[src/design/hub_strap_map.svh]
// Offsets, field positions, reset values and timing of the strap block
// Notes on behaviour
// RULE1: Power-source strap low means bus-powered, high means self-powered.
// RULE2: Board holds the power-source strap steady while the hub runs.
// RULE3: After system reset the pullup output floats until 15 ms elapse.
// RULE4: Any power-source strap change floats the pullup and restarts the delay.
// RULE5: Only system reset or a power-source strap change restarts the delay; USB bus reset does not.
// RULE6: After expiry the pullup output is driven high until the next trigger.
// RULE7: EEPROM-enable strap high disables the interface; clock pin stays unused.
// RULE8: EEPROM-enable strap low makes the clock pin three-state, weak pulldown.
// RULE9: EEPROM-enable strap high reads the shared pin as ganged select.
// RULE10: EEPROM-enable strap low makes the shared pin bidirectional data, pulldown.
// RULE11: Board keeps the ganged select level static while it serves so.
// RULE12: Pair zero is the upstream root port, pairs one to three downstream.
// RULE13: With EEPROM disabled, built-in default vendor and product IDs report.
// RULE14: Per-port overcurrent cuts its port only; ganged cuts all ports.
// RULE15: Delay counter runs on the core clock and restarts from zero.
`ifndef HUB_STRAP_MAP_SVH
`define HUB_STRAP_MAP_SVH

// Register byte addresses
`define ADDR_CTRL 12'h000
`define ADDR_STATUS 12'h004
`define ADDR_OC_CLEAR 12'h008
`define ADDR_ID 12'h00C
`define ADDR_ID_LOAD 12'h010

// Control register fields
`define CTRL_SCLK 0
`define CTRL_SDATA 1
`define CTRL_SDATA_OE 2
`define CTRL_SCLK_OE 3
`define CTRL_ID_LOADED 4
`define CTRL_PWR_LO 8
`define CTRL_PWR_HI 10
`define CTRL_RESET 32'h0000_0000

// Status register fields
`define STAT_SELF_POWERED 0
`define STAT_EEPROM_EN 1
`define STAT_GANGED 2
`define STAT_PULLUP_ON 3
`define STAT_SDATA_IN 4
`define STAT_OC_LO 8
`define STAT_OC_HI 10
`define STAT_PWR_LO 12
`define STAT_PWR_HI 14
`define STAT_UP_PAIR_LO 16
`define STAT_UP_PAIR_HI 17

// Pair numbering of the transceivers
`define UPSTREAM_PAIR 2'h0

// Built-in identifiers, arbitrary values
`define DEFAULT_VENDOR_ID 16'h1234
`define DEFAULT_PRODUCT_ID 16'h5678

// Pullup delay: time in microseconds and core clock rate in kHz
`define PULLUP_DELAY_US 15000
`define CORE_CLOCK_KHZ 125000
`define PULLUP_DELAY_CYCLES ((`PULLUP_DELAY_US * `CORE_CLOCK_KHZ) / 1000)
`define DELAY_COUNT_WIDTH 21

`endif

[src/design/hub_strap_pkg.sv]
// Types shared by the strap and pullup control block
package hub_strap_pkg;

  // Pullup output phases
  typedef enum logic [1:0] {
    PULLUP_FLOAT = 2'b00,
    PULLUP_DRIVE = 2'b01
  } pullup_state_type;

  // Downstream port vector, pairs one to three
  typedef logic [2:0] port_vec_type;

  // APB data word
  typedef logic [31:0] word_type;

endpackage

[src/design/hub_strap_and_pullup_control.sv]
// Strap decoding, shared pin steering, port power and pullup control
//
// The register offsets and the APB interface to the registers are this design's own decisions.
`timescale 1ns/1ns
`default_nettype none
`include "hub_strap_map.svh"

module hub_strap_and_pullup_control #(
  parameter logic [`DELAY_COUNT_WIDTH-1:0] PULLUP_DELAY_CYCLES =
    `DELAY_COUNT_WIDTH'(`PULLUP_DELAY_CYCLES)
) (
  // Clock and reset
  input wire logic ref_clk,
  input wire logic reset_n,
  // APB slave
  input wire logic psel,
  input wire logic penable,
  input wire logic pwrite,
  input wire logic [11:0] paddr,
  input wire hub_strap_pkg::word_type pwdata,
  output hub_strap_pkg::word_type prdata,
  output logic pready,
  output logic pslverr,
  // Board straps
  input wire logic power_source_strap,
  input wire logic eeprom_enable_strap,
  // USB bus reset seen by the upstream port
  input wire logic usb_bus_reset,
  // Upstream pullup control pin
  output logic upstream_pullup_ctrl_out,
  output logic upstream_pullup_ctrl_oe,
  // EEPROM serial clock pin
  output logic eeprom_serial_clock_out,
  output logic eeprom_serial_clock_oe,
  output logic eeprom_serial_clock_pd_en,
  // Shared EEPROM data and ganged select pin
  input wire logic eeprom_serial_line_in,
  output logic eeprom_serial_line_out,
  output logic eeprom_serial_line_oe,
  output logic eeprom_serial_line_pd_en,
  // Downstream port power
  input wire hub_strap_pkg::port_vec_type overcurrent_n,
  output hub_strap_pkg::port_vec_type port_power_on_n,
  // Decoded configuration
  output logic self_powered,
  output logic ganged_mode,
  output logic [15:0] vendor_id,
  output logic [15:0] product_id
);
  import hub_strap_pkg::*;

  // Synchroniser stages for every pin input
  logic pwr_strap_s1_reg;
  logic pwr_strap_s2_reg;
  logic ee_strap_s1_reg;
  logic ee_strap_s2_reg;
  logic line_s1_reg;
  logic line_s2_reg;
  logic bus_reset_s1_reg;
  logic bus_reset_s2_reg;
  port_vec_type oc_s1_reg;
  port_vec_type oc_s2_reg;

  // Edge history and register file
  logic pwr_strap_prev_reg;
  logic [2:0] primed_reg;
  word_type ctrl_reg;
  word_type id_load_reg;
  port_vec_type oc_latch_reg;
  port_vec_type oc_latch_next;
  port_vec_type power_on_reg;
  logic pullup_on_reg;
  logic ganged_reg;
  word_type prdata_reg;

  // Decoded strap and bus signals
  wire logic eeprom_enabled;
  wire logic strap_changed;
  wire logic delay_restart;
  wire logic delay_expired;
  wire logic wr_en;
  wire logic rd_en;
  wire logic addr_mapped;
  wire port_vec_type power_req;
  wire port_vec_type power_cut;
  wire port_vec_type power_on_next;
  wire port_vec_type oc_clear;
  wire port_vec_type oc_event;
  wire word_type status_word;
  wire word_type id_word;
  wire word_type read_word;

  // True when the APB address equals this register's offset, in either phase
  function automatic logic reg_hit(input logic [11:0] addr,
                                   input logic [11:0] target);
    reg_hit = (addr == target);
  endfunction

  // Two-flop synchronisers; first stages feed only the second
  always_ff @(posedge ref_clk or negedge reset_n) begin
    if (!reset_n) begin
      pwr_strap_s1_reg <= 1'h0;
      pwr_strap_s2_reg <= 1'h0;
      ee_strap_s1_reg <= 1'h1;
      ee_strap_s2_reg <= 1'h1;
      line_s1_reg <= 1'h0;
      line_s2_reg <= 1'h0;
      bus_reset_s1_reg <= 1'h0;
      bus_reset_s2_reg <= 1'h0;
      oc_s1_reg <= 3'h7;
      oc_s2_reg <= 3'h7;
    end else begin
      pwr_strap_s1_reg <= power_source_strap;
      pwr_strap_s2_reg <= pwr_strap_s1_reg;
      ee_strap_s1_reg <= eeprom_enable_strap;
      ee_strap_s2_reg <= ee_strap_s1_reg;
      line_s1_reg <= eeprom_serial_line_in;
      line_s2_reg <= line_s1_reg;
      bus_reset_s1_reg <= usb_bus_reset;
      bus_reset_s2_reg <= bus_reset_s1_reg;
      oc_s1_reg <= overcurrent_n;
      oc_s2_reg <= oc_s1_reg;
    end
  end

  // Strap history; compares start only once the sync stages and the
  // history hold real pin samples, so a high strap at reset is no edge
  always_ff @(posedge ref_clk or negedge reset_n) begin
    if (!reset_n) begin
      pwr_strap_prev_reg <= 1'h0;
      primed_reg <= 3'h0;
    end else begin
      pwr_strap_prev_reg <= pwr_strap_s2_reg;
      primed_reg <= {primed_reg[1:0], 1'h1};
    end
  end

  // A power-source strap change either way restarts the delay; the enable strap and bus reset play no part
  assign strap_changed = primed_reg[2] &
    (pwr_strap_s2_reg != pwr_strap_prev_reg); // RULE4
  assign delay_restart = strap_changed; // RULE5

  // Delay timer; system reset restarts it through reset_n alone
  pullup_delay_timer #(
    .DELAY_CYCLES(PULLUP_DELAY_CYCLES)
  ) u_delay (
    .ref_clk(ref_clk),
    .reset_n(reset_n),
    .restart(delay_restart),
    .expired(delay_expired)
  );

  // Pullup pin floats until expiry, then drives high
  always_ff @(posedge ref_clk or negedge reset_n) begin
    if (!reset_n) begin
      pullup_on_reg <= 1'h0; // RULE3
    end else begin
      pullup_on_reg <= delay_expired & ~delay_restart; // RULE6
    end
  end
  assign upstream_pullup_ctrl_out = pullup_on_reg; // RULE6
  assign upstream_pullup_ctrl_oe = pullup_on_reg; // RULE3

  // Strap decode: low enable strap means the EEPROM port is live
  assign eeprom_enabled = ~ee_strap_s2_reg; // RULE7
  assign self_powered = pwr_strap_s2_reg; // RULE1

  // Ganged select is only meaningful with the EEPROM disabled
  always_ff @(posedge ref_clk or negedge reset_n) begin
    if (!reset_n) begin
      ganged_reg <= 1'h0;
    end else begin
      ganged_reg <= ~eeprom_enabled & line_s2_reg; // RULE9
    end
  end
  assign ganged_mode = ganged_reg;

  // Clock pin: software bit-bang when enabled, otherwise left undriven
  assign eeprom_serial_clock_out = eeprom_enabled & ctrl_reg[`CTRL_SCLK];
  assign eeprom_serial_clock_oe =
    eeprom_enabled & ctrl_reg[`CTRL_SCLK_OE]; // RULE8
  assign eeprom_serial_clock_pd_en = eeprom_enabled; // RULE7

  // Data pin: bidirectional line only when enabled, else pure input
  assign eeprom_serial_line_out = eeprom_enabled & ctrl_reg[`CTRL_SDATA];
  assign eeprom_serial_line_oe =
    eeprom_enabled & ctrl_reg[`CTRL_SDATA_OE]; // RULE10
  assign eeprom_serial_line_pd_en = eeprom_enabled; // RULE10

  // APB decode; zero wait states, error on unmapped addresses
  assign wr_en = psel & penable & pwrite;
  assign rd_en = psel & penable & ~pwrite;
  assign addr_mapped = reg_hit(paddr, `ADDR_CTRL) |
    reg_hit(paddr, `ADDR_STATUS) | reg_hit(paddr, `ADDR_OC_CLEAR) |
    reg_hit(paddr, `ADDR_ID) | reg_hit(paddr, `ADDR_ID_LOAD);
  assign pready = 1'h1;
  assign pslverr = psel & penable & ~addr_mapped;

  // Writable registers
  always_ff @(posedge ref_clk or negedge reset_n) begin
    if (!reset_n) begin
      ctrl_reg <= `CTRL_RESET;
      id_load_reg <= '0;
    end else begin
      if (wr_en && reg_hit(paddr, `ADDR_CTRL)) begin
        ctrl_reg <= pwdata;
      end
      if (wr_en && reg_hit(paddr, `ADDR_ID_LOAD)) begin
        id_load_reg <= pwdata;
      end
    end
  end

  // Overcurrent latches: a fresh event beats a software or bus clear
  assign oc_event = ~oc_s2_reg;
  assign oc_clear = (wr_en && reg_hit(paddr, `ADDR_OC_CLEAR)) ?
    pwdata[2:0] : 3'h0;
  always_comb begin
    oc_latch_next = oc_latch_reg & ~oc_clear;
    if (bus_reset_s2_reg) begin
      oc_latch_next = 3'h0;
    end
    oc_latch_next = oc_latch_next | oc_event;
  end

  // Ganged cuts every port; per-port cuts the affected one
  assign power_req = ctrl_reg[`CTRL_PWR_HI:`CTRL_PWR_LO];
  assign power_cut = ganged_reg ? {3{|oc_latch_reg}} : oc_latch_reg; // RULE14
  assign power_on_next = power_req & ~power_cut; // RULE14

  // Port power outputs are registered, active low on the pins
  always_ff @(posedge ref_clk or negedge reset_n) begin
    if (!reset_n) begin
      oc_latch_reg <= 3'h0;
      power_on_reg <= 3'h0;
    end else begin
      oc_latch_reg <= oc_latch_next;
      power_on_reg <= power_on_next;
    end
  end
  assign port_power_on_n = ~power_on_reg;

  // Default IDs unless the EEPROM is live and software loaded its IDs
  assign id_word = (eeprom_enabled & ctrl_reg[`CTRL_ID_LOADED]) ?
    id_load_reg :
    {`DEFAULT_PRODUCT_ID, `DEFAULT_VENDOR_ID}; // RULE13
  assign vendor_id = id_word[15:0];
  assign product_id = id_word[31:16];

  // Status view; the pair field shows the fixed upstream root pair
  assign status_word = {
    14'h0,
    `UPSTREAM_PAIR, // RULE12
    1'h0, power_on_reg,
    1'h0, oc_latch_reg,
    3'h0,
    line_s2_reg,
    pullup_on_reg,
    ganged_reg,
    eeprom_enabled,
    self_powered
  };

  // Read selection; unmapped and write-only locations read as zero
  assign read_word =
    reg_hit(paddr, `ADDR_CTRL) ? ctrl_reg :
    reg_hit(paddr, `ADDR_STATUS) ? status_word :
    reg_hit(paddr, `ADDR_ID) ? id_word :
    reg_hit(paddr, `ADDR_ID_LOAD) ? id_load_reg : '0;

  // Read data come from a register loaded in the setup phase
  always_ff @(posedge ref_clk or negedge reset_n) begin
    if (!reset_n) begin
      prdata_reg <= '0;
    end else if (psel && !penable && !pwrite) begin
      prdata_reg <= read_word;
    end
  end
  assign prdata = (rd_en) ? prdata_reg : '0;

endmodule
`default_nettype wire

[src/design/pullup_delay_timer.sv]
// Delay counter that gates the upstream pullup after each trigger
`timescale 1ns/1ns
`default_nettype none
`include "hub_strap_map.svh"

module pullup_delay_timer #(
  parameter logic [`DELAY_COUNT_WIDTH-1:0] DELAY_CYCLES =
    `DELAY_COUNT_WIDTH'(`PULLUP_DELAY_CYCLES)
) (
  // Clock and reset
  input wire logic ref_clk,
  input wire logic reset_n,
  // Trigger and result
  input wire logic restart,
  output logic expired
);
  import hub_strap_pkg::*;

  logic [`DELAY_COUNT_WIDTH-1:0] count_reg;
  logic [`DELAY_COUNT_WIDTH-1:0] count_next;
  pullup_state_type state_reg;
  pullup_state_type state_next;
  wire logic count_done;

  // Last cycle of the delay is DELAY_CYCLES-1 counted from zero
  assign count_done = (count_reg == DELAY_CYCLES - `DELAY_COUNT_WIDTH'(1));

  // Counting and phase selection; restart always wins
  always_comb begin
    count_next = count_reg;
    state_next = state_reg;
    case (state_reg)
      PULLUP_FLOAT: begin
        if (count_done) begin
          state_next = PULLUP_DRIVE; // RULE6
        end else begin
          count_next = count_reg + `DELAY_COUNT_WIDTH'(1); // RULE15
        end
      end
      PULLUP_DRIVE: begin
        state_next = PULLUP_DRIVE;
      end
      default: begin
        state_next = PULLUP_FLOAT;
      end
    endcase
    if (restart) begin
      count_next = '0; // RULE15
      state_next = PULLUP_FLOAT; // RULE4
    end
  end

  // Reset floats the output and clears the count
  always_ff @(posedge ref_clk or negedge reset_n) begin
    if (!reset_n) begin
      count_reg <= '0; // RULE3
      state_reg <= PULLUP_FLOAT; // RULE3
    end else begin
      count_reg <= count_next;
      state_reg <= state_next;
    end
  end

  assign expired = (state_reg == PULLUP_DRIVE);

endmodule
`default_nettype wire

[config.mk]
export PLATFORM = sky130hd
export DESIGN_NAME = hub_strap_and_pullup_control
export DESIGN_NICKNAME = d
export VERILOG_FILES = /design/src/design/hub_strap_pkg.sv /design/src/design/hub_strap_and_pullup_control.sv /design/src/design/pullup_delay_timer.sv
export VERILOG_INCLUDE_DIRS = /design/src /design/src/design
export SDC_FILE = /design/constraint.sdc
export NUM_CORES = 1
export LEC_CHECK = 0
export ABC_AREA = 1
export BUFFER_PORTS_ARGS = -buffer_cell sky130_fd_sc_hd__clkbuf_2
export CAP_MARGIN = 20
export CORE_MARGIN = 4
export CORE_UTILIZATION = 61
export DETAILED_ROUTE_END_ITERATION = 7
export PLACE_DENSITY_LB_ADDON = 0.25
export SYNTH_ARGS = -nofsm -noshare
export SYNTH_HDL_FRONTEND = slang
export SYNTH_SLANG_ARGS = --single-unit
export TNS_END_PERCENT = 100
[constraint.sdc]
create_clock -name ref_clk -period 2.4 [get_ports ref_clk]
set_input_delay 0.12 -clock ref_clk [delete_from_list [all_inputs] [get_ports ref_clk]]
set_output_delay 0.12 -clock ref_clk [all_outputs]
set_load 0.02 [all_outputs]
; ---- Word-level counts from Yosys, hierarchy flattened
; Cells that the tools add are included.
[totals]
in_bits = 56
regBits = 145
elab_cells = 85
output_inout_bits = 79
[op_classes]
n_reduce_logical = 12
muxes = 15
addsub = 1
n_bitwise = 27
eq_ne = 9
[ops]
columns = operator, n
row1 = two-way mux 32 bit, 6
row2 = two-way mux 21 bit, 3
row3 = "equality test 12 x 4 -> 1 bit, second input constant", 2
row4 = "adder 21 x 1 -> 21 bit, second input constant", 1
row5 = "equality test 21 bit, second input constant", 1
row6 = AND 1 bit, 12
row7 = "equality test 12 x 3 -> 1 bit, second input constant", 1
row8 = "equality test 12 x 5 -> 1 bit, second input constant", 1
row9 = zero test 12 bit, 1
row10 = inverter 3 bit, 4
row11 = two-way mux 3 bit, 3
row12 = AND 3 bit, 2
row13 = logical AND 1 bit, 5
row14 = two-way mux 2 bit, 2
row15 = inverter 1 bit, 4
row16 = bitwise OR 1 bit, 4
row17 = one-hot mux 2 bit (2 select lines), 1
row18 = "inequality test 3 x 2 -> 1 bit, second input constant", 1
row19 = bitwise OR 3 bit, 1
row20 = OR reduction 3 bit, 1
row21 = "equality test 2 x 1 -> 1 bit, second input constant", 1
row22 = zero test 1 bit, 2
row23 = zero test 2 bit, 1
row24 = "inequality test 2 bit, second input constant", 1
row25 = other kinds (3), 3

; ---- Longest topological paths before layout
; Gate-level depths: netlist (run 1).
[depth]
depth_word = 8
mapped_depth = 12
ltp_nobuf = 11

; ---- Hierarchy
; Synthesis (run 1) repeated with hierarchy kept, for this count alone.
[unflattened]
cells_unflattened = 1024
area_unflattened_um2 = 7991.4
[modules_own_cells]
columns = mod, area_per_inst_um2, seq_area_each_um2, n_inst, cells_per_inst
row1 = hub_strap_and_pullup_control, 6357.3, 3062.9, 1, 769
row2 = pullup_delay_timer, 1634.1, 550.5, 1, 255

; ---- Worst setup path after synthesis (run 1)
; Ideal clock, no wire load.
[synth_path]
kind = register to register
startpoint = register u_delay.count_reg[0]
endpoint = register u_delay.count_reg[16]
path_stages_with_launch = 13
n_path_buf = 1
setup_slack_ns = 0.840
arrival_ns = 1.495
required_ns = 2.335
synth_period_minus_slack_ns = 1.560
setup_ns = 0.065
path_cell_list = dfrtp_1 > ha_1 > nand2_1 > nor2_1 > nand2_1 > nor2_1 > nand2_1 > nand2_1 > nand2_1 > inv_2 > buf_4 > nand2_1 > nand2_1
[synth_via]
elab_chain_len = 4
word_cells_on_any_way = 7
classes_between = add/sub: 1 / eq/ne: 2 / mux: 3 / reduce/logical: 1
[synth_lines]
columns = item, line
row1 = "start, declared", pullup_delay_timer.sv:19  ; logic [`DELAY_COUNT_WIDTH-1:0] count_reg;
row2 = "start signal, assigned", pullup_delay_timer.sv:59  ; count_reg <= count_next;
row3 = adder 21 x 1 -> 21 bit, pullup_delay_timer.sv:37  ; count_next = count_reg + `DELAY_COUNT_WIDTH'(1);
row4 = two-way mux 21 bit, pullup_delay_timer.sv:34  ; if (count_done) begin
row5 = two-way mux 21 bit, pullup_delay_timer.sv:32  ; case (state_reg)
row6 = two-way mux 21 bit, pullup_delay_timer.sv:47  ; if (restart) begin
; Parallel ways exist; a longest one is shown, timed or not. The select of a mux whose other input is x is not followed.
; A chain may end at the register's enable or synchronous reset.

; ---- Worst setup path in the final report (run 1)
[layout_path]
startpoint = register ee_strap_s2_reg
endpoint = output vendor_id[2]
[layout_via]
elab_chain_len = 3
[layout_lines]
columns = item, line
row1 = "start, declared", hub_strap_and_pullup_control.sv:56  ; logic ee_strap_s2_reg;
row2 = "start signal, assigned", hub_strap_and_pullup_control.sv:116  ; ee_strap_s2_reg <= ee_strap_s1_reg;
row3 = inverter 1 bit, hub_strap_and_pullup_control.sv:165  ; assign eeprom_enabled = ~ee_strap_s2_reg;
row4 = AND 1 bit, hub_strap_and_pullup_control.sv:244  ; assign id_word = (eeprom_enabled & ctrl_reg[`CTRL_ID_LOADED]) ?
row5 = two-way mux 32 bit, hub_strap_and_pullup_control.sv:244
row6 = "end, declared", hub_strap_and_pullup_control.sv:47  ; output logic [15:0] vendor_id,
; No other way between the ends.

==> results of run 1 <==
-- metrics by stage --
step / utilization / instance area [µm²] / total power (W) / setup WS, ns / hold WS [ns]
floorplan: - / 7700 / 0.00287 / 0.840 / -0.176
global placement: 0.698 / 8490 / 0.00309 / 0.345 / 0.0160
detailed placement: 0.698 / 8490 / 0.00309 / 0.283 / 0.0149
CTS: 0.783 / 9520 / 0.00594 / 0.186 / 0.144
global route: 0.783 / 9520 / 0.00613 / 0.0514 / 0.167
finish: 0.783 / 9520 / 0.00595 / 0.158 / 0.143
-- worst max-delay path, stage by stage (launching register included) --
cell and delay [ns]:
dfstp_2 0.43, nor2_4 0.41, inv_1 0.14, buf_4 0.23, or2_2 0.32, clkbuf_2 0.17
-- cell usage in the layout, fill, tap and decap left out, drive strengths merged, types with 11 or more instances in the layout --
master,Yosys,final
dfrtp,136,136
nand2,313,313
clkbuf,20,155
nand4,11,11
buf,25,18
o21ai,86,86
inv,197,197
dlygate4sd3,0,40
a21boi,12,12
nor2,113,113
nand3,88,88
o211ai,11,11
-- power breakdown --
part	total (W)	switching [W]	internal (W)
logic	0.000538	0.000335	0.000203
clock network	0.00283	0.00104	0.00180
registers	0.00258	0.0000594	0.00252
total	0.00595	0.00143	0.00452
-- cell type report --
type,count,share of cell area
flip-flops and latches,144,0.380
clock buffers,23,0.0491
repair buffers,190,0.129
clock inverters,9,0.0167
well taps,168,0.0221
diodes,1,0.000263
inverters,197,0.0777
multi-input cells,664,0.326
-- what timing repair did --
action | 4_1_cts | 5_1_grt
hold buffers | 40 | 0
resized for setup | 1 | 0
endpoints found under the hold margin | 122 | 0
setup endpoints to repair | 6 | 0
-- metal layers --
layer | track usage | part of all wire | up-vias
li1 | - | - | 3524
met2 | 0.490 | 0.47 | 402
met4 | 0.105 | 0.026 | 0
met5 | 0 | 0 | -
met1 | 0.413 | 0.42 | 3380
met3 | 0.0659 | 0.085 | 61
-- logic make-up (layout without fill, tap and decap cells) --
kind of cell             Yosys count  in the layout  synth area share
adder cells (fa/ha/maj)            1              1           0.00162
AO/OA/AOI/OAI                    114            114            0.0964
XOR/XNOR                          10             10            0.0114
AND/OR/NAND/NOR                  537            537             0.292
other                              1              3          0.000487
flip-flops                       144            144             0.469
buffers and inverters            242            419             0.129
-- path summary, 6_finish.rpt --
path | cells after the start | end | startpoint | slack [ns]
setup / recovery | 5 | vendor_id[2] | ee_strap_s2_reg$_DFF_PN1_ | 0.16
hold / removal | 2 | prdata_reg[30]$_DFFE_PN0P_ | reset_n | 0.14
setup reg to reg | 11 | u_delay.count_reg[9]$_DFFE_PN0P_ | u_delay.count_reg[0]$_DFFE_PN0P_ | 0.33
hold reg to reg | 0 | line_s2_reg$_DFF_PN0_ | line_s1_reg$_DFF_PN0_ | 0.35
max in group asynchronous | 3 | oc_s2_reg[2]$_DFF_PN1_ | reset_n | 1.46
min in group ref_clk | 6 | prdata_reg[0]$_DFFE_PN0P_ | paddr[3] | 0.23
==> impl_metrics.ini, run 1 <==
[status]
status = finished clean

[sta]
period_minus_slack_ns = 2.24
period_share = 0.934
timing.fmax_ghz = 0.446
slew_headroom = 0.211
setup_viol = 0
slew_viol_final = 0
worst_clock_skew_ns = 0.00705
setup_tns_ns = 0
rsz0062_at_grt = no
hold_viol = 0
tightestPinTransition_ns = 1.18

[yosys]
yosys.area.top_type = dfrtp_1
synth_common_cells = nand2_1, inv_1, dfrtp_1, nor2_1, nand3_1
synth_area_leaders = dfrtp_1, nand2_1, inv_1
syn-cell-area_um2 = 7700
synth_cell_types = 36
syn_inst = 1049
synth_flop_cell = dfrtp_1
syn_avg_cell_area_um2 = 7.34
yosys.cell_count.top_type = nand2_1
synthArstFlopShare = 1.00
yosysSeqAreaShare = 0.469
synth_top_area_frac = 0.442
synth_edf_count = 0
ys_warn_count = 0
ys_seq_elements = 144

[placed_design]
finalWeightedCongestion = 0.882
hpwl_um = 13900
port_buffers = 133
dp_cells = 1323

[global_routing]
gr-total-overflow = 0
grt_usage = 0.304
grt_first_pass_wirelength_um = 34800
grt_pass1_vias = 6905
grt_start_max_net_pins = 94
grt_antenna_before_repair = 1

[worst_setup_path]
crit_path_end_kind = primary output
cp_max_fo = 17
path_class = reg -> out
worstPathArrival_ns = 2.12
required_ns = 2.28
start_kind = flop

[routing]
finalWirelength_um = 21600
viasPerCell = 5.28
drc_errors = 0
num_vias = 7367
dr.first_iter.drc_count = 904
ant_nets = 0
routedWlPerCell_um = 15.5
drtPass1Iterations = 5

[floorplan]
fp.dieW_um = 120
fp.dieArea_um2 = 14500
start_util = 0.633
io_pins = 135
fp.coreArea_um2 = 12200
placementRows = 40
die_h_um = 120

[layout]
fillers = 851
regArea_um2 = 3610
area_growth_pct = 23.7
fin_nets = 1271
multi_input_area_um2 = 3100
fin_cells = 1396
drive_above_1_share = 0.193

[hold_path]
hold_path_class = in -> async

[power_and_ir_drop]
vdd_ir_drop_max_uv = 624
power.density_nw_per_um2 = 625
power_leakage_nw = 5.17

[clock_network]
root_buffer = clkbuf_16
clock-sinks = 144
cts_tree = built
path_clk_slew_ns = 0.06
htree_levels = 4
cts_made_buffers = 17
cts_buffer_depth = 2
cts_setup_buffers = 0
insertion_delay_ns = 0.43

[flow_run]
drv_cap = 0
Power figures use the tool's default switching activity.
==> run 2: changes to the inputs <==
ABC_AREA = not set   (was 1)
CORE_UTILIZATION = 60   (was 61)
==> run 2 against run 1 <==
  * Utilization is 1.5 points lower
  * Flip-flop and latch count stayed put
  * Critical path depth did not move
  * Via count decreased by 23%
  * Combinational power shrank 23%
  * Critical endpoint is now u_delay.count_reg[14]$_DFFE_PN0P_
  * Largest power group unchanged
==> impl_metrics.ini, run 2 <==
[placed_design]
finalWeightedCongestion = 0.899
port_buffers = 133
hpwl_um = 12000

[flow_run]
drv_cap = 0

[layout]
drive_above_1_share = 0.328
mostFrequentLayoutCell = dfrtp_1
mostFrequentLayoutCells = dfrtp_1, clkbuf_2, and2_1, nand3_1, nand2_1
area_growth_pct = 25.7
fillers = 744
final_core_util = 0.768
fin_nets = 859
antenna_cells = 0

[power_and_ir_drop]
power.density_nw_per_um2 = 663
switchingPower_w = 0.00132
swShare = 0.228
pwr-share-seq = 0.445
clkPwrFrac = 0.483
pwr-share-comb = 0.071
internal_power_w = 0.00447
power_leakage_nw = 4.13
power.total_w = 0.00579
vdd_ir_drop_max_uv = 493

[yosys]
synth_common_cells = dfrtp_1, and2_1, nand3_1, nand2_1, mux2_2
synth_flop_cell = dfrtp_1
yosys.area.top_type = dfrtp_1
synth_edf_count = 0
syn-cell-area_um2 = 6950
synth_area_leaders = dfrtp_1, mux2_4, mux2_2
syn_inst = 633
synth_cell_types = 52
ys_seq_elements = 144
ys_warn_count = 0
yosys.cell_count.top_type = dfrtp_1
yosysSeqAreaShare = 0.520
synthArstFlopShare = 1.00
synth_top_area_frac = 0.490
syn_avg_cell_area_um2 = 11.0

[hold_path]
hold_depth = 2
hold_path_class = in -> reg
min_to = id_load_reg[0]$_DFFE_PN0P_
worstHoldStart = pwdata[0]

[global_routing]
grt_usage = 0.286
gr-total-overflow = 0
grt_pass1_vias = 5853
grt_start_max_net_pins = 71
grt_antenna_before_repair = 0
grt_first_pass_wirelength_um = 29600

[floorplan]
placementRows = 39
io_pins = 135
start_util = 0.611
die_h_um = 116
fp.coreArea_um2 = 11400
fp.dieArea_um2 = 13400
fp.dieW_um = 116

[clock_network]
insertion_delay_ns = 0.42
root_buffer = clkbuf_16
clock-sinks = 144
cts_buffer_depth = 2
holdBufCountCts = 39
cts_made_buffers = 17
htree_levels = 4
cts_tree = built
cts_resized = 0
path_clk_slew_ns = 0.06
cts_setup_buffers = 0

[status]
status = finished clean

[sta]
hold_viol = 0
timing.fmax_ghz = 0.492
worst_clock_skew_ns = 0.00701
slew_headroom = 0.520
setup_viol = 0
tightestPinTransition_ns = 0.717
slew_viol_final = 0
holdWs_ns = 0.0276
period_minus_slack_ns = 2.03
rsz0062_at_grt = no
setup_tns_ns = 0
period_share = 0.846

[worst_setup_path]
cp_max_fo = 10
cpPeakStageDelay_ns = 0.51
cp_slowest_cell = or3_1
timing.rr.start = u_delay.count_reg[0]$_DFFE_PN0P_
reg2reg_depth = 5
path_cells = ha_1 -> nand3_1 -> or3_1 -> or4_1 -> a21oi_1
start_kind = flop
required_ns = 2.75
path_class = reg -> reg
r2r_end = u_delay.count_reg[14]$_DFFE_PN0P_
startpoint = u_delay.count_reg[0]$_DFFE_PN0P_
reg2reg_setup_slack_ns = 0.37
crit_path_end_kind = flop
worstPathArrival_ns = 2.38

[routing]
num_vias = 5647
routedWlPerCell_um = 18.8
drc_errors = 0
dr.first_iter.drc_count = 396
ant_nets = 0
finalWirelength_um = 18000
viasPerCell = 5.89
drtPass1Iterations = 5
-- run 2: changes by cell type in the layout (fill, tap and decap cells not counted), moves of 54 or more --
cell and change:
and2_1 +54, inv_1 -176, nor2_1 -86, nand2_1 -266
-- run 2: worst max-delay path: cells and delay by family (launching register included) --
kind	cells	cell delay, ns
AOI/OAI and AO/OA	1	0.15
adders and majority gates	1	0.24
DFF	1	0.41
and+or+nand+nor	3	1.16
-- run 2: kinds of logic after synthesis --
kind of cell	count (synthesis)	synth area share
muxes	66	0.121
AOI/OAI and AO/OA	86	0.0805
other	1	0.000540
and+or+nand+nor	267	0.217
xor gates and xnor gates	8	0.0101
buffers and inverters	60	0.0486
adders and majority gates	1	0.00180
DFF	144	0.520
-- run 2: how the worst max path moves through the flow --
| stage | end | slack (ns) | cells past startpoint |
|---|---|---|---|
| floorplan | u_delay.count_reg[14]$_DFFE_PN0P_ | 0.63 | 6 |
| global placement | id_load_reg[31]$_DFFE_PN0P_ | 0.48 | 6 |
| detailed placement | ctrl_reg[19]$_DFFE_PN0P_ | 0.38 | 6 |
| CTS | u_delay.count_reg[14]$_DFFE_PN0P_ | 0.38 | 5 |
| global route | u_delay.count_reg[14]$_DFFE_PN0P_ | 0.23 | 5 |
| finish | u_delay.count_reg[14]$_DFFE_PN0P_ | 0.37 | 5 |
-- run 2: layer usage --
metal  wire length [µm]  part of all wire  global-route usage
met1               7570              0.42               0.376
met2               8920              0.49               0.462
met4                565             0.031               0.133
met5                  0                 0                   0
met3                977             0.054              0.0569
-- run 2: cell type report --
cell class              instances  area [µm²]  area share
multi-input cells             430        3020       0.346
flip-flops and latches        144        3610       0.414
clock inverters                11         161      0.0185
well taps                     143         179      0.0205
inverters                      17        63.8     0.00731
clock buffers                  21         460      0.0527
repair buffers                192        1240       0.142
-- run 2: stage by stage --
step / cell area [µm²] / worst slack (ns) / instances
2_1_floorplan: 6950 / 0.633 / 634
3_3_place_gp: 7720 / 0.482 / 887
3_5_place_dp: 7720 / 0.376 / 887
4_1_cts: 8730 / 0.382 / 958
5_1_grt: 8730 / 0.230 / 958
6_report: 8730 / 0.369 / 958
-- run 2: power groups by stage --
stage          registers (W)  logic (W)  clock network (W)
5_1_grt              0.00259   0.000462            0.00293
3_3_place_gp         0.00261   0.000348                  0
4_1_cts              0.00257   0.000414            0.00283
3_5_place_dp         0.00262   0.000361                  0
6_report             0.00258   0.000414            0.00280
2_1_floorplan        0.00260   0.000192                  0
==> run 3: changes to the inputs <==
CORE_UTILIZATION = 50   (was 60)
clock period = 1.8 ns   (was 2.4 ns; I/O delays follow)
==> run 3 against run 2 <==
  * Combinational power increased by 51%
  * Clock power increased by 28%
  * Sequential share of layout area decreased by 1.7 points
  * Flip-flop and latch count did not move
  * Maximum frequency increased by 17%
  * Design area up 4.3%
  * Die area grew 19%
  * Highest routed layer unchanged
==> impl_metrics.ini, run 3 (synthesized netlist as in run 2, its figures left out) <==
[layout]
area_growth_pct = 31.1
fillers = 1047
mostFrequentLayoutCell = dfrtp_1
final_cell_area_um2 = 9110
fin_nets = 885
drive_above_1_share = 0.364
antenna_cells = 0
mostFrequentLayoutCells = dfrtp_1, clkbuf_2, and2_1, nand3_1, nand2_1

[power_and_ir_drop]
power_leakage_nw = 4.28
vdd_ir_drop_max_uv = 892
power.density_nw_per_um2 = 838

[sta]
worst_clock_skew_ns = 0.00538
rsz0062_at_grt = yes
holdWs_ns = 0.170
setup_viol = 0
period_minus_slack_ns = 1.74
worst_slack_ns = 0.0595
slew_viol_final = 0
period_share = 0.967
hold_viol = 0
timing.fmax_ghz = 0.575

[flow_run]
drv_cap = 0

[hold_path]
hold_path_class = in -> async

[floorplan]
fp.coreArea_um2 = 13400
die_h_um = 126
fp.dieArea_um2 = 15800
placementRows = 42
fp.dieW_um = 126
io_pins = 135
start_util = 0.518

[global_routing]
gr-total-overflow = 0
grt_pass1_vias = 5932
grt_start_max_net_pins = 51
grt_antenna_before_repair = 0
grt_first_pass_wirelength_um = 30700
grt_usage = 0.243

[worst_setup_path]
startpoint = u_delay.count_reg[1]$_DFFE_PN0P_
required_ns = 2.16
timing.rr.start = u_delay.count_reg[1]$_DFFE_PN0P_
cp_max_fo = 10
path_class = reg -> reg
crit_path_end_kind = flop
start_kind = flop
worstPathArrival_ns = 2.10

[clock_network]
insertion_delay_ns = 0.43
root_buffer = clkbuf_16
clock-sinks = 144
htree_levels = 4
cts_buffer_depth = 2
cts_tree = built
cts_made_buffers = 17
path_clk_slew_ns = 0.06

[routing]
drc_errors = 0
finalWirelength_um = 18400
num_vias = 5616
dr.first_iter.drc_count = 457
drtPass1Iterations = 5
viasPerCell = 5.52
routedWlPerCell_um = 18.1
ant_nets = 0

[placed_design]
finalWeightedCongestion = 0.959
hpwl_um = 12600
pre_cts_slack_ns = -0.101
port_buffers = 133
placed_area_um2 = 8030

[status]
status = finished clean
run 3: changes by cell type in the layout (fill, tap and decap cells not counted), sizes merged:
cell | previous run | this run
dlygate4sd3 | 39 | 40
buf | 21 | 46
bufinv | 4 | 3
clkinv | 6 | 5
clkinvlp | 1 | 2
clkbuf | 153 | 154
run 3: worst paths after layout:
| kind | slack (ns) | end | depth (start not counted) |
|---|---|---|---|
| min in group ref_clk | 0.20 | prdata_reg[8]$_DFFE_PN0P_ | 5 |
| hold / removal | 0.17 | id_load_reg[25]$_DFFE_PN0P_ | 2 |
| setup / recovery | 0.06 | u_delay.count_reg[16]$_DFFE_PN0P_ | 5 |
| max in group asynchronous | 0.98 | oc_s2_reg[1]$_DFF_PN1_ | 3 |
| setup reg to reg | 0.06 | u_delay.count_reg[16]$_DFFE_PN0P_ | 5 |
| hold reg to reg | 0.35 | bus_reset_s2_reg$_DFF_PN0_ | 0 |
run 3: metrics by stage:
stage          TNS, ns  utilization  std cells  power (W)
2_1_floorplan        0            -        634    0.00372
3_3_place_gp         0        0.599        944    0.00400
3_5_place_dp    -0.357        0.599        944    0.00403
4_1_cts              0        0.677       1017    0.00770
5_1_grt         -0.234        0.680       1017    0.00794
6_report             0        0.680       1017    0.00764
run 3: repair_timing:
item,4_1_cts,5_1_grt
gates resized for setup,5,13
endpoints found under the hold margin,126,0
pin swaps,0,5
setup endpoints to repair,40,25
buffers inserted,1,0
hold buffers,40,0
run 3: power by group:
group | internal, W | switching [W]
logic | 0.000284 | 0.000342
clock network | 0.00228 | 0.00131
registers | 0.00335 | 0.0000699
total | 0.00591 | 0.00173
run 3: layout make-up:
| cell class | instances | area (µm²) | area share |
|---|---|---|---|
| clock inverter | 10 | 134 | 0.0147 |
| inverter | 17 | 63.8 | 0.00701 |
| tap | 176 | 220 | 0.0242 |
| timing repair buffer | 218 | 1530 | 0.168 |
| clock buffer | 22 | 474 | 0.0521 |
| multi-input combinational | 430 | 3080 | 0.338 |
| sequential | 144 | 3610 | 0.397 |
run 3: critical path, cell delays in order (launching register included):
cell and delay (ns):
dfrtp_1 0.36, ha_2 0.20, nand3_1 0.11, or3_4 0.40, or4_4 0.44, a21oi_2 0.15
run 3: layer usage:
layer	vias to the layer above	global-route usage	part of all wire
li1	2625	-	-
met1	2770	0.324	0.44
met2	189	0.394	0.49
met3	32	0.0614	0.058
met4	0	0.0801	0.017
met5	-	0	0
